==> config.mk <==
export PLATFORM = sky130hd
export DESIGN_NAME = sacc_top
export DESIGN_NICKNAME = d
export VERILOG_FILES = /design/src/hdl/sacc_pkg.sv /design/src/hdl/sacc_full_adder.sv /design/src/hdl/sacc_top.sv
export SDC_FILE = /design/constraint.sdc
export NUM_CORES = 1
export LEC_CHECK = 0
export ABC_AREA = 1
export BUFFER_PORTS_ARGS = -buffer_cell sky130_fd_sc_hd__buf_2
export CAP_MARGIN = 20
export CELL_PAD_IN_SITES_DETAIL_PLACEMENT = 1
export CELL_PAD_IN_SITES_GLOBAL_PLACEMENT = 1
export CORE_MARGIN = 2
export CORE_UTILIZATION = 39
export CTS_BUF_LIST = sky130_fd_sc_hd__clkbuf_16
export DETAILED_ROUTE_END_ITERATION = 7
export GPL_TIMING_DRIVEN = 0
export PLACE_DENSITY = 0.89
export SYNTH_ARGS = -nofsm -noshare
export SYNTH_HDL_FRONTEND = slang
export SYNTH_SLANG_ARGS = --single-unit
==> constraint.sdc <==
create_clock -name i_core_clk -period 4.39 [get_ports i_core_clk]
set_input_delay 0.878 -clock i_core_clk [delete_from_list [all_inputs] [get_ports i_core_clk]]
set_output_delay 0.878 -clock i_core_clk [all_outputs]
set_load 0.005 [all_outputs]
==> src/hdl/sacc_pkg.sv <==
// Contract
// RQ1: Every command rotates accumulator right through adder.
// RQ2: Single-bit commands preset counter to inverted position.
// RQ3: Zero-mask holds carry set, other inputs off; the code drives the second input at the match position.
// RQ4: Zero-mask adds one at match, clearing bit.
// RQ5: Single-one writes zero except one at match.
// RQ6: Clear shifts 24 zeros into the accumulator.
// RQ7: All-ones holds carry set over 24 shifts.
// RQ8: Negate presets counter all ones, inverts low bit.
// RQ9: Negate adds one only on first shift.
// RQ10: Negate carry flop ripples carry between shifts.
// RQ11: Program counter advances, flags stay, interrupt allowed.
// RQ12: Exactly 24 shifts, then completion is signalled.
package sacc_pkg;

    // Datapath widths
    localparam int ACC_W = 24;
    localparam int POS_W = 5;
    localparam int PC_W  = 15;

    // Shift count per command and the last shift index
    localparam logic [POS_W-1:0] SHIFT_FIRST = 5'h00;
    localparam logic [POS_W-1:0] SHIFT_LAST  = 5'h17;
    localparam logic [POS_W-1:0] SHIFT_STEP  = 5'h01;

    // Position counter value that marks the selected bit
    localparam logic [POS_W-1:0] POS_MATCH    = 5'h1F;
    // Field that whole-word commands present, all ones
    localparam logic [POS_W-1:0] POS_ALL_ONES = 5'h1F;

    // Reset values and the program counter step
    localparam logic [ACC_W-1:0] ACC_RST  = 24'h000000;
    localparam logic [PC_W-1:0]  PC_RST   = 15'h0000;
    localparam logic [PC_W-1:0]  PC_STEP  = 15'h0001;
    localparam logic [POS_W-1:0] POS_RST  = 5'h00;

    // Commands handled by this datapath
    typedef enum logic [2:0]
    {
        SACC_CMD_NONE,
        SACC_CMD_LOAD_SINGLE_ZERO_MASK,
        SACC_CMD_LOAD_SINGLE_ONE,
        SACC_CMD_CLEAR_ACCUMULATOR,
        SACC_CMD_LOAD_ALL_ONES,
        SACC_CMD_TWOS_COMPLEMENT_NEGATE
    } sacc_cmd_e;

    // Sequencer states
    typedef enum logic [1:0]
    {
        SACC_ST_IDLE,
        SACC_ST_SHIFT
    } sacc_state_e;

    // Command request from the instruction sequencer
    typedef struct packed
    {
        sacc_cmd_e        cmd;
        logic [POS_W-1:0] pos;
    } sacc_req_s;

    // Flags that these commands must leave alone
    typedef struct packed
    {
        logic test_flag;
        logic overflow_flag;
    } sacc_flags_s;

    // Completion report towards the instruction sequencer
    typedef struct packed
    {
        logic done;
        logic interrupt_ok;
        logic refused;
    } sacc_stat_s;

endpackage

==> src/hdl/sacc_full_adder.sv <==
`timescale 1ns/1ps
// One-bit serial full adder; the carry flop lives in the caller
module sacc_full_adder
(
    input  wire logic i_a,
    input  wire logic i_b,
    input  wire logic i_carry,
    output logic      o_sum,
    output logic      o_carry
);

    // Sum is the odd parity of the three inputs
    assign o_sum   = i_a ^ i_b ^ i_carry;
    // Carry when two or more inputs are set
    assign o_carry = (i_a & i_b) | (i_a & i_carry) | (i_b & i_carry);

endmodule

==> src/hdl/sacc_top.sv <==
`timescale 1ns/1ps
// Bit-serial accumulator for the single-word load and negate commands
module sacc_top
    import sacc_pkg::*;
(
    input  wire logic             i_core_clk,
    input  wire logic             i_rst,
    input  wire logic             i_start,
    input  wire sacc_req_s        i_req,
    input  wire logic             i_acc_load,
    input  wire logic [ACC_W-1:0] i_acc_value,
    input  wire logic             i_pc_load,
    input  wire logic [PC_W-1:0]  i_pc_value,
    input  wire logic             i_flags_load,
    input  wire sacc_flags_s      i_flags_value,
    output logic [ACC_W-1:0]      o_acc,
    output logic [POS_W-1:0]      o_position,
    output logic [PC_W-1:0]       o_pc,
    output sacc_flags_s           o_flags,
    output logic                  o_serial_carry,
    output logic                  o_busy,
    output sacc_stat_s            o_stat
);

    // Architectural and sequencing state
    sacc_state_e      state_reg;       // Sequencer state
    sacc_state_e      state_next;
    sacc_cmd_e        cmd_reg;         // Command latched at start
    logic [ACC_W-1:0] acc_reg;         // Accumulator
    logic [ACC_W-1:0] acc_next;
    logic [POS_W-1:0] pos_reg;         // Position counter
    logic [POS_W-1:0] pos_next;
    logic [POS_W-1:0] shift_cnt_reg;   // Shifts done so far
    logic [POS_W-1:0] shift_cnt_next;
    logic             carry_reg;       // Serial carry flop
    logic             carry_next;
    logic [PC_W-1:0]  pc_reg;          // Program counter
    logic [PC_W-1:0]  pc_next;
    sacc_flags_s      flags_reg;       // Test and overflow flags
    sacc_stat_s       stat_reg;        // One-cycle completion pulses
    sacc_stat_s       stat_next;

    // Command decode of the latched command
    wire is_zero_mask = (cmd_reg == SACC_CMD_LOAD_SINGLE_ZERO_MASK);
    wire is_one       = (cmd_reg == SACC_CMD_LOAD_SINGLE_ONE);
    wire is_clear     = (cmd_reg == SACC_CMD_CLEAR_ACCUMULATOR);
    wire is_all_ones  = (cmd_reg == SACC_CMD_LOAD_ALL_ONES);
    wire is_negate    = (cmd_reg == SACC_CMD_TWOS_COMPLEMENT_NEGATE);

    // Decode of the incoming request, used only at the start edge
    wire req_single = (i_req.cmd == SACC_CMD_LOAD_SINGLE_ZERO_MASK) ||
                      (i_req.cmd == SACC_CMD_LOAD_SINGLE_ONE);
    wire req_whole  = (i_req.cmd == SACC_CMD_CLEAR_ACCUMULATOR) ||
                      (i_req.cmd == SACC_CMD_LOAD_ALL_ONES) ||
                      (i_req.cmd == SACC_CMD_TWOS_COMPLEMENT_NEGATE);
    wire req_forced = (i_req.cmd == SACC_CMD_LOAD_SINGLE_ZERO_MASK) ||
                      (i_req.cmd == SACC_CMD_LOAD_ALL_ONES);
    wire req_known  = req_single || req_whole;

    // Start is taken only when idle and the command is one of ours
    wire idle       = (state_reg == SACC_ST_IDLE);
    wire shifting   = (state_reg == SACC_ST_SHIFT);
    wire take_start = idle && i_start && req_known;
    // A start while busy or with a foreign command is dropped
    wire drop_start = i_start && !take_start;

    // Counter preset: single-bit commands load the inverted field,
    // whole-word commands see an all-ones field and preset to match
    wire [POS_W-1:0] pos_preset =
        req_single ? ~i_req.pos : POS_ALL_ONES;       // [RQ2] [RQ8]

    // Position match decode steers the adder second input
    wire position_match_decode = (pos_reg == POS_MATCH);

    // Low accumulator bit leaving on this shift
    wire low_bit = acc_reg[0];

    // Adder first input: only negate uses it, with the bit inverted.
    // The other commands ignore the old contents entirely, which is
    // why they need no prior clear of the accumulator.
    wire add_a = is_negate & ~low_bit;                // [RQ8] [RQ3] [RQ5]

    // Adder second input: a one at the matching position for the
    // single-bit commands and for the first shift of negate
    wire add_b = position_match_decode &
                 (is_zero_mask | is_one | is_negate); // [RQ4] [RQ5] [RQ9]

    // Carry forced set for zero mask and all ones; cleared for
    // single one and clear, which never produce a carry
    wire carry_forced = is_zero_mask | is_all_ones;   // [RQ3] [RQ7]

    // Carry actually fed to the adder on this shift
    wire add_carry = carry_forced | (is_negate & carry_reg);

    // Adder outputs
    logic add_sum;
    logic add_carry_out;

    // Serial full adder shared by every command
    sacc_full_adder u_adder
    (
        .i_a     (add_a),
        .i_b     (add_b),
        .i_carry (add_carry),
        .o_sum   (add_sum),
        .o_carry (add_carry_out)
    );

    // Rotated accumulator: adder output enters the top bit
    wire [ACC_W-1:0] acc_rotated =
        {add_sum, acc_reg[ACC_W-1:1]};                // [RQ1] [RQ6]

    // Last shift of a command
    wire last_shift = shifting && (shift_cnt_reg == SHIFT_LAST);

    // Next sequencer state
    always_comb
    begin
        state_next = state_reg;
        case (state_reg)
            SACC_ST_IDLE:
            begin
                // Wait for a start of a known command
                if (take_start)
                begin
                    state_next = SACC_ST_SHIFT;
                end
            end
            SACC_ST_SHIFT:
            begin
                // Leave after exactly 24 shifts
                if (last_shift)
                begin
                    state_next = SACC_ST_IDLE;        // [RQ12]
                end
            end
            default:
            begin
                // Recover from an illegal code
                state_next = SACC_ST_IDLE;
            end
        endcase
    end

    // Shift counter: cleared at start, counts every shift
    always_comb
    begin
        shift_cnt_next = shift_cnt_reg;
        if (take_start)
        begin
            shift_cnt_next = SHIFT_FIRST;
        end
        else if (shifting)
        begin
            shift_cnt_next = shift_cnt_reg + SHIFT_STEP; // [RQ12]
        end
    end

    // Position counter: preset at start, stepped on every shift
    always_comb
    begin
        pos_next = pos_reg;
        if (take_start)
        begin
            pos_next = pos_preset;                    // [RQ2] [RQ8]
        end
        else if (shifting)
        begin
            pos_next = pos_reg + SHIFT_STEP;          // [RQ2]
        end
    end

    // Carry flop: forced set, or rippling for negate, or clear
    always_comb
    begin
        carry_next = carry_reg;
        if (take_start)
        begin
            // Negate starts with no carry; forced commands start set
            carry_next = req_forced;                  // [RQ3] [RQ7]
        end
        else if (shifting)
        begin
            if (carry_forced)
            begin
                carry_next = 1'b1;                    // [RQ3] [RQ7]
            end
            else if (is_negate)
            begin
                carry_next = add_carry_out;           // [RQ10]
            end
            else
            begin
                carry_next = 1'b0;
            end
        end
    end

    // Accumulator: rotate while shifting, outside load when idle.
    // The outside load is ignored mid-command so a half-rotated
    // word is never overwritten.
    always_comb
    begin
        acc_next = acc_reg;
        if (shifting)
        begin
            acc_next = acc_rotated;                   // [RQ1]
        end
        else if (i_acc_load)
        begin
            acc_next = i_acc_value;
        end
    end

    // Program counter: one step at the end of every command
    always_comb
    begin
        pc_next = pc_reg;
        if (last_shift)
        begin
            pc_next = pc_reg + PC_STEP;               // [RQ11]
        end
        else if (i_pc_load && idle)
        begin
            pc_next = i_pc_value;
        end
    end

    // Completion pulses; interrupt window opens as command ends
    always_comb
    begin
        stat_next              = '0;
        stat_next.done         = last_shift;          // [RQ12]
        stat_next.interrupt_ok = last_shift;          // [RQ11]
        stat_next.refused      = drop_start;
    end

    // Sequencer and datapath registers
    always_ff @(posedge i_core_clk or posedge i_rst)
    begin
        if (i_rst)
        begin
            state_reg     <= SACC_ST_IDLE;
            shift_cnt_reg <= SHIFT_FIRST;
            pos_reg       <= POS_RST;
            carry_reg     <= 1'b0;
            acc_reg       <= ACC_RST;
        end
        else
        begin
            state_reg     <= state_next;
            shift_cnt_reg <= shift_cnt_next;
            pos_reg       <= pos_next;
            carry_reg     <= carry_next;
            acc_reg       <= acc_next;
        end
    end

    // Latched command; a foreign command never reaches here
    always_ff @(posedge i_core_clk or posedge i_rst)
    begin
        if (i_rst)
        begin
            cmd_reg <= SACC_CMD_NONE;
        end
        else if (take_start)
        begin
            cmd_reg <= i_req.cmd;
        end
    end

    // Program counter and status pulses
    always_ff @(posedge i_core_clk or posedge i_rst)
    begin
        if (i_rst)
        begin
            pc_reg   <= PC_RST;
            stat_reg <= '0;
        end
        else
        begin
            pc_reg   <= pc_next;
            stat_reg <= stat_next;
        end
    end

    // Flags: these commands never touch them, only an idle load does
    always_ff @(posedge i_core_clk or posedge i_rst)
    begin
        if (i_rst)
        begin
            flags_reg <= '0;
        end
        else if (i_flags_load && idle)
        begin
            flags_reg <= i_flags_value;               // [RQ11]
        end
    end

    // Outputs come straight from flops
    assign o_acc          = acc_reg;
    assign o_position     = pos_reg;
    assign o_pc           = pc_reg;
    assign o_flags        = flags_reg;
    assign o_serial_carry = carry_reg;
    assign o_stat         = stat_reg;

    // Busy is its own flop, loaded from the next-state decode once per edge, so it tracks the shift state
    logic busy_reg;
    always_ff @(posedge i_core_clk or posedge i_rst)
    begin
        if (i_rst)
        begin
            busy_reg <= 1'b0;
        end
        else
        begin
            busy_reg <= (state_next == SACC_ST_SHIFT);
        end
    end
    assign o_busy = busy_reg;

endmodule
# --- After elaboration in Yosys (flattened, before gate mapping) ---
# Index checks and enable logic that the tools add are counted.
op_classes:
  add_sub_neg: 3
  eq_ne: 13
  muxes: 16
  n_bitwise: 16
  reduce_logical: 16
ops:
  columns: ["operator", "count"]
  rows:
  - ["24-bit 2-to-1 mux", 2]
  - ["15-bit 2-to-1 mux", 2]
  - ["5-bit 2-to-1 mux", 5]
  - ["15-bit by 1-bit adder with 15-bit output (second input constant)", 1]
  - ["3-bit == test (second input constant)", 4]
  - ["5-bit by 1-bit adder with 5-bit output (second input constant)", 2]
  - ["5-bit == test (second input constant)", 2]
  - ["3-bit by 2-bit == test with 1-bit output (second input constant)", 3]
  - ["1-bit AND", 6]
  - ["3-bit by 1-bit == test with 1-bit output (second input constant)", 2]
  - ["1-bit logical AND", 6]
  - ["1-bit OR", 6]
  - ["2-bit nonzero test", 3]
  - ["1-bit logical OR", 5]
  - ["5-bit NOT", 1]
  - ["2-bit by 1-bit == test with 1-bit output (second input constant)", 2]
  - ["1-bit 2-to-1 mux", 4]
  - ["2-bit 2-to-1 mux", 2]
  - ["2-bit one-hot mux with 2 select lines", 1]
  - ["2-bit logical NOT", 1]
  - ["1-bit bitwise XOR", 2]
  - ["1-bit logical NOT", 1]
  - ["1-bit NOT", 1]
totals:
  ff_bits: 60
  inputBits: 55
  output_inout_bits: 51
  elab_cells: 76

# --- Logic depth before layout (Yosys ltp) ---
depth:
  ltp_word: 11
  mapped_depth: 12
  ltp_nobuf: 12

# --- Modules after synthesis ---
# Synthesis repeated with hierarchy kept, for this count alone.
hier_totals:
  hier_cells: 391
  hier_area_um2: 3216.8
by_module_without_submodules:
  columns: ["module", "instances", "cells_per_inst", "area_each_um2", "seq_area_each_um2"]
  rows:
  - ["sacc_top", 1, 390, 3196.8, 1501.4]
  - ["sacc_full_adder", 1, 1, 20.0, 0.0]

# --- Worst setup path before layout ---
# No wires, ideal clock.
synth_timing:
  path_type: "input -> register"
  from: "in i_acc_load"
  to: "reg acc_reg[0] (netlist: o_acc[0])"
  setup_ns: 0.090
  t_arrival_ns: 1.655
  required_ns: 4.300
  setup_slack_ns: 2.645
  path_stages: 5
  n_path_buf: 3
  path_cell_list: "clkbuf_1 or2_1 buf_2 buf_2 o221ai_1"
synth_between:
  elab_chain_len: 1
synth_lines:
  columns: ["element", "line", "text"]
  rows:
  - ["start: declaration", "sacc_top.sv:10", "input wire logic i_acc_load,"]
  - ["2-bit nonzero test (no line)", null, null]
  - ["end signal: assignment", "sacc_top.sv:255", "acc_reg <= acc_next;"]
  - ["end: declaration", "sacc_top.sv:29", "logic [ACC_W-1:0] acc_reg;"]
# No other way between the ends.
# A chain may end at the register's enable or synchronous reset.

# --- Final worst setup path ---
layout_timing:
  from: "reg pc_reg[11] (netlist: o_pc[11])"
  to: "out o_pc[11]"
layout_rtl:
  columns: ["element", "line", "text"]
  rows:
  - ["start: declaration", "sacc_top.sv:37", "logic [PC_W-1:0] pc_reg;"]
  - ["start signal: assignment", "sacc_top.sv:282", "pc_reg <= pc_next;"]
  - ["end: declaration", "sacc_top.sv:18", "output logic [PC_W-1:0] o_pc,"]
# No word-level cell between the ends.

==> metrics.txt <==
pin count of the biggest net entering global routing=32; startpoint of the lowest-slack hold path=o_flags[1]$_DFFE_PP0P_; residual antenna-violating net count after detailed routing=0; overflow left after global routing=0; XOR/XNOR Fraction of Synth Area=under 10%; power density over cell area=~450 nW/um^2; core region area=8090 um^2; total of max-cap violations=0; initial cell density of the core=39.6%; Total Routing Usage GR=23.4%; cell type of the slowest stage on the worst timing path=dfrtp_1; min cycle time layout=1.82 ns; Chip Width=between 90 and 100 um; final worst path period share=around two fifths; num ports=about 110; clock tree from TritonCTS=built; adder and majority cell fraction of the synthesized area=2.19%; dominant delay contributor by cell family on the critical path=flip-flops; Max Transition Viols Final=0; Clk Latency, worst-skew pair=between 0.3 and 0.4 ns; element type at the critical path end=output port; detailed route wirelength on metal2=just over 5000 um; global-route wire length before repair=approximately 16000 um; Tot Pwr=roughly 1900 uW; buffer cell driving the clock tree root=clkbuf_16; via count of the routed design=3281; routed wire length=~10000 um; launching instance or port of the critical path=o_pc[11]$_DFFE_PP0P_; utilization of the core after routing=around half; total buffers and inverters traversed by the critical path=1; worst-case clock skew=a little over 0.004 ns; sequential share of the synthesized area=between 40 and 50%; top sig layer=met4; final net count=578; Clock Path Buffers=2; fraction of layout cells with a size suffix above 1=approximately 28%; simple-gate share of the synthesized area=between 20% and 30%; Crit Reg-Reg Startpoint=o_position[0]$_DFFE_PP0P_; Placed Cells=a little over 600; routed wirelength normalized by instance count=16.2 um; complex-gate fraction of the synthesized area=roughly an eighth; cell area after layout=roughly 4200 um^2; drt pass-1 iters=4; Total Negative Setup Slacks=0 ns; data arrival time of the worst path=0.95 ns; number of antenna violations at the first check in global routing=0; max reg flops=24; count of buffers inserted at the top-level ports=around 100; Critical Path Fanout Max=6; maximum clock frequency=548 MHz; CTS clock-pin slew for the worst setup and hold paths=0.06 ns; reg-to-reg slack, setup=approximately 2.6 ns; flip-flop and latch count after synthesis=60; CTS hold repair buffers=0; die span in y=94.7 um; P&R area growth vs syn=30.4%; number of DRC markers after the initial detailed-route iteration=approximately 110; sort of element at the start of the critical path=flop; die area=between 8000 and 9000 um^2; number of warnings issued by yosys=0; actual transition at the worst max-transition pin=approximately 0.73 ns; multiplexer share of the synthesized area=less than 1%; Worst Setup Path Type=flop to output port; met3 wirelength from detailed routing=between 300 and 400 um; largest family of logic cells by synthesized area=simple AND/OR/NAND/NOR gates; critical path required time=roughly 3.5 ns; gate count after technology mapping=about 400; post-synthesis net count=between 400 and 500; maximum VDD drop=between 0.2 and 0.25 mV; number of sinks handled by clock tree synthesis=60; post-detailed-placement half-perimeter wirelength=7470 um; post-route non-filler standard cell count=approximately 630; via density per instance=around 5.2; Leakage Power=about 0.0021 uW; post-synthesis instance area=3210 um^2; global placer's final weighted congestion=around 0.8; worst slew margin relative to its limit=between 50% and 60%; min-delay worst type=flop to flop; post-detailed-placement cell area=between 3000 and 4000 um^2; diode count=0; number of design rule violations left after detail routing=0; number of levels in the clock H-tree=3; total CTS buffers=9; vias in the first global route=around 3300; cells along the critical path=buf_2; delay of the slowest critical-path stage=between 0.4 and 0.5 ns; final setup violation count=0; run status=completed; count of cells resized by post-cts repair=0; post-synthesis cell type count=30; Post-CTS Setup Bufs=0; met1 layer wirelength in the final routing=about 4500 um; Mean Syn Cell Area=about 8 um^2; setup repair after global routing missed its margin=no; floorplan row count=33; Final Hold Viols=0
-- path summary, 6_finish.rpt --
kind	endpoint	depth (start not counted)
max	o_pc[11]	1
min	o_flags[1]$_DFFE_PP0P_	1
max reg2reg	o_serial_carry$_DFFE_PP0P_	11
min reg2reg	o_flags[1]$_DFFE_PP0P_	1
max in group asynchronous	shift_cnt_reg[2]$_DFFE_PP0P_	3
min in group asynchronous	o_pc[0]$_DFFE_PP0P_	2
-- per-stage QoR --
step	setup slack [ns]	hold slack [ns]
floorplan	2.03	0.491
global placement	1.18	0.489
detailed placement	2.31	0.505
CTS	2.55	0.519
global route	2.44	0.553
finish	2.57	0.515
-- layer usage --
layer | vias up | global-route usage (%)
li1 | 1568 | -
met5 | - | 0
met4 | 0 | 9.18
met2 | 91 | 39.4
met1 | 1600 | 30.6
met3 | 22 | 3.11
-- synth_stat cells (all sizes together) --
cell type  number  area (um^2)
nand3b          4         30.0
o22ai           2         12.5
xor2            3         26.3
o221ai         24          210
dfrtp          60         1500
nand2          95          359
buf            18          118
o31ai           2         15.0
mux2            2         22.5
clkbuf          3         11.3
nor3            3         15.0
fa              1         20.0
or2             1         6.26
a21boi          1         7.51
a21oi           7         35.0
o21ai          18         90.1
nor2           39          149
ha              4         50.1
o211ai          3         22.5
conb            1         3.75
nand4           5         31.3
nand3          51          255
xnor2           1         8.76
inv            54          205
-- placed cells by master (no fill, tap or decap), drive strengths merged, types with 5 or more instances in the layout --
master and count:
buf 123, nand2 95, dfrtp 60, inv 54, nand3 51, nor2 39, o221ai 24, o21ai 18
clkbuf 12, a21oi 7, nand4 5
-- report_power, final --
part           total (uW)  internal (uW)  switching [uW]
clock network         709            441             269
logic                 420            187             233
registers             759            656             103
-- area by class of cell --
cell class / instances / area [um^2]
Buffer: 21 / 129
Clock buffer: 9 / 225
Clock inverter: 7 / 77.6
Fill cell: 1042 / 3910
Inverter: 54 / 205
Multi-Input combinational cell: 267 / 1370
Sequential cell: 60 / 1500
Tap cell: 105 / 131
Timing Repair Buffer: 105 / 541
-- cell families after synthesis --
kind of cell / after synthesis
fa+ha+maj: 5
mux: 2
buf+inv: 75
compound gates: 57
xor+xnor: 4
other cells: 1
simple gates: 198
flops: 60
No activity file was read; power rests on OpenSTA's default activity.
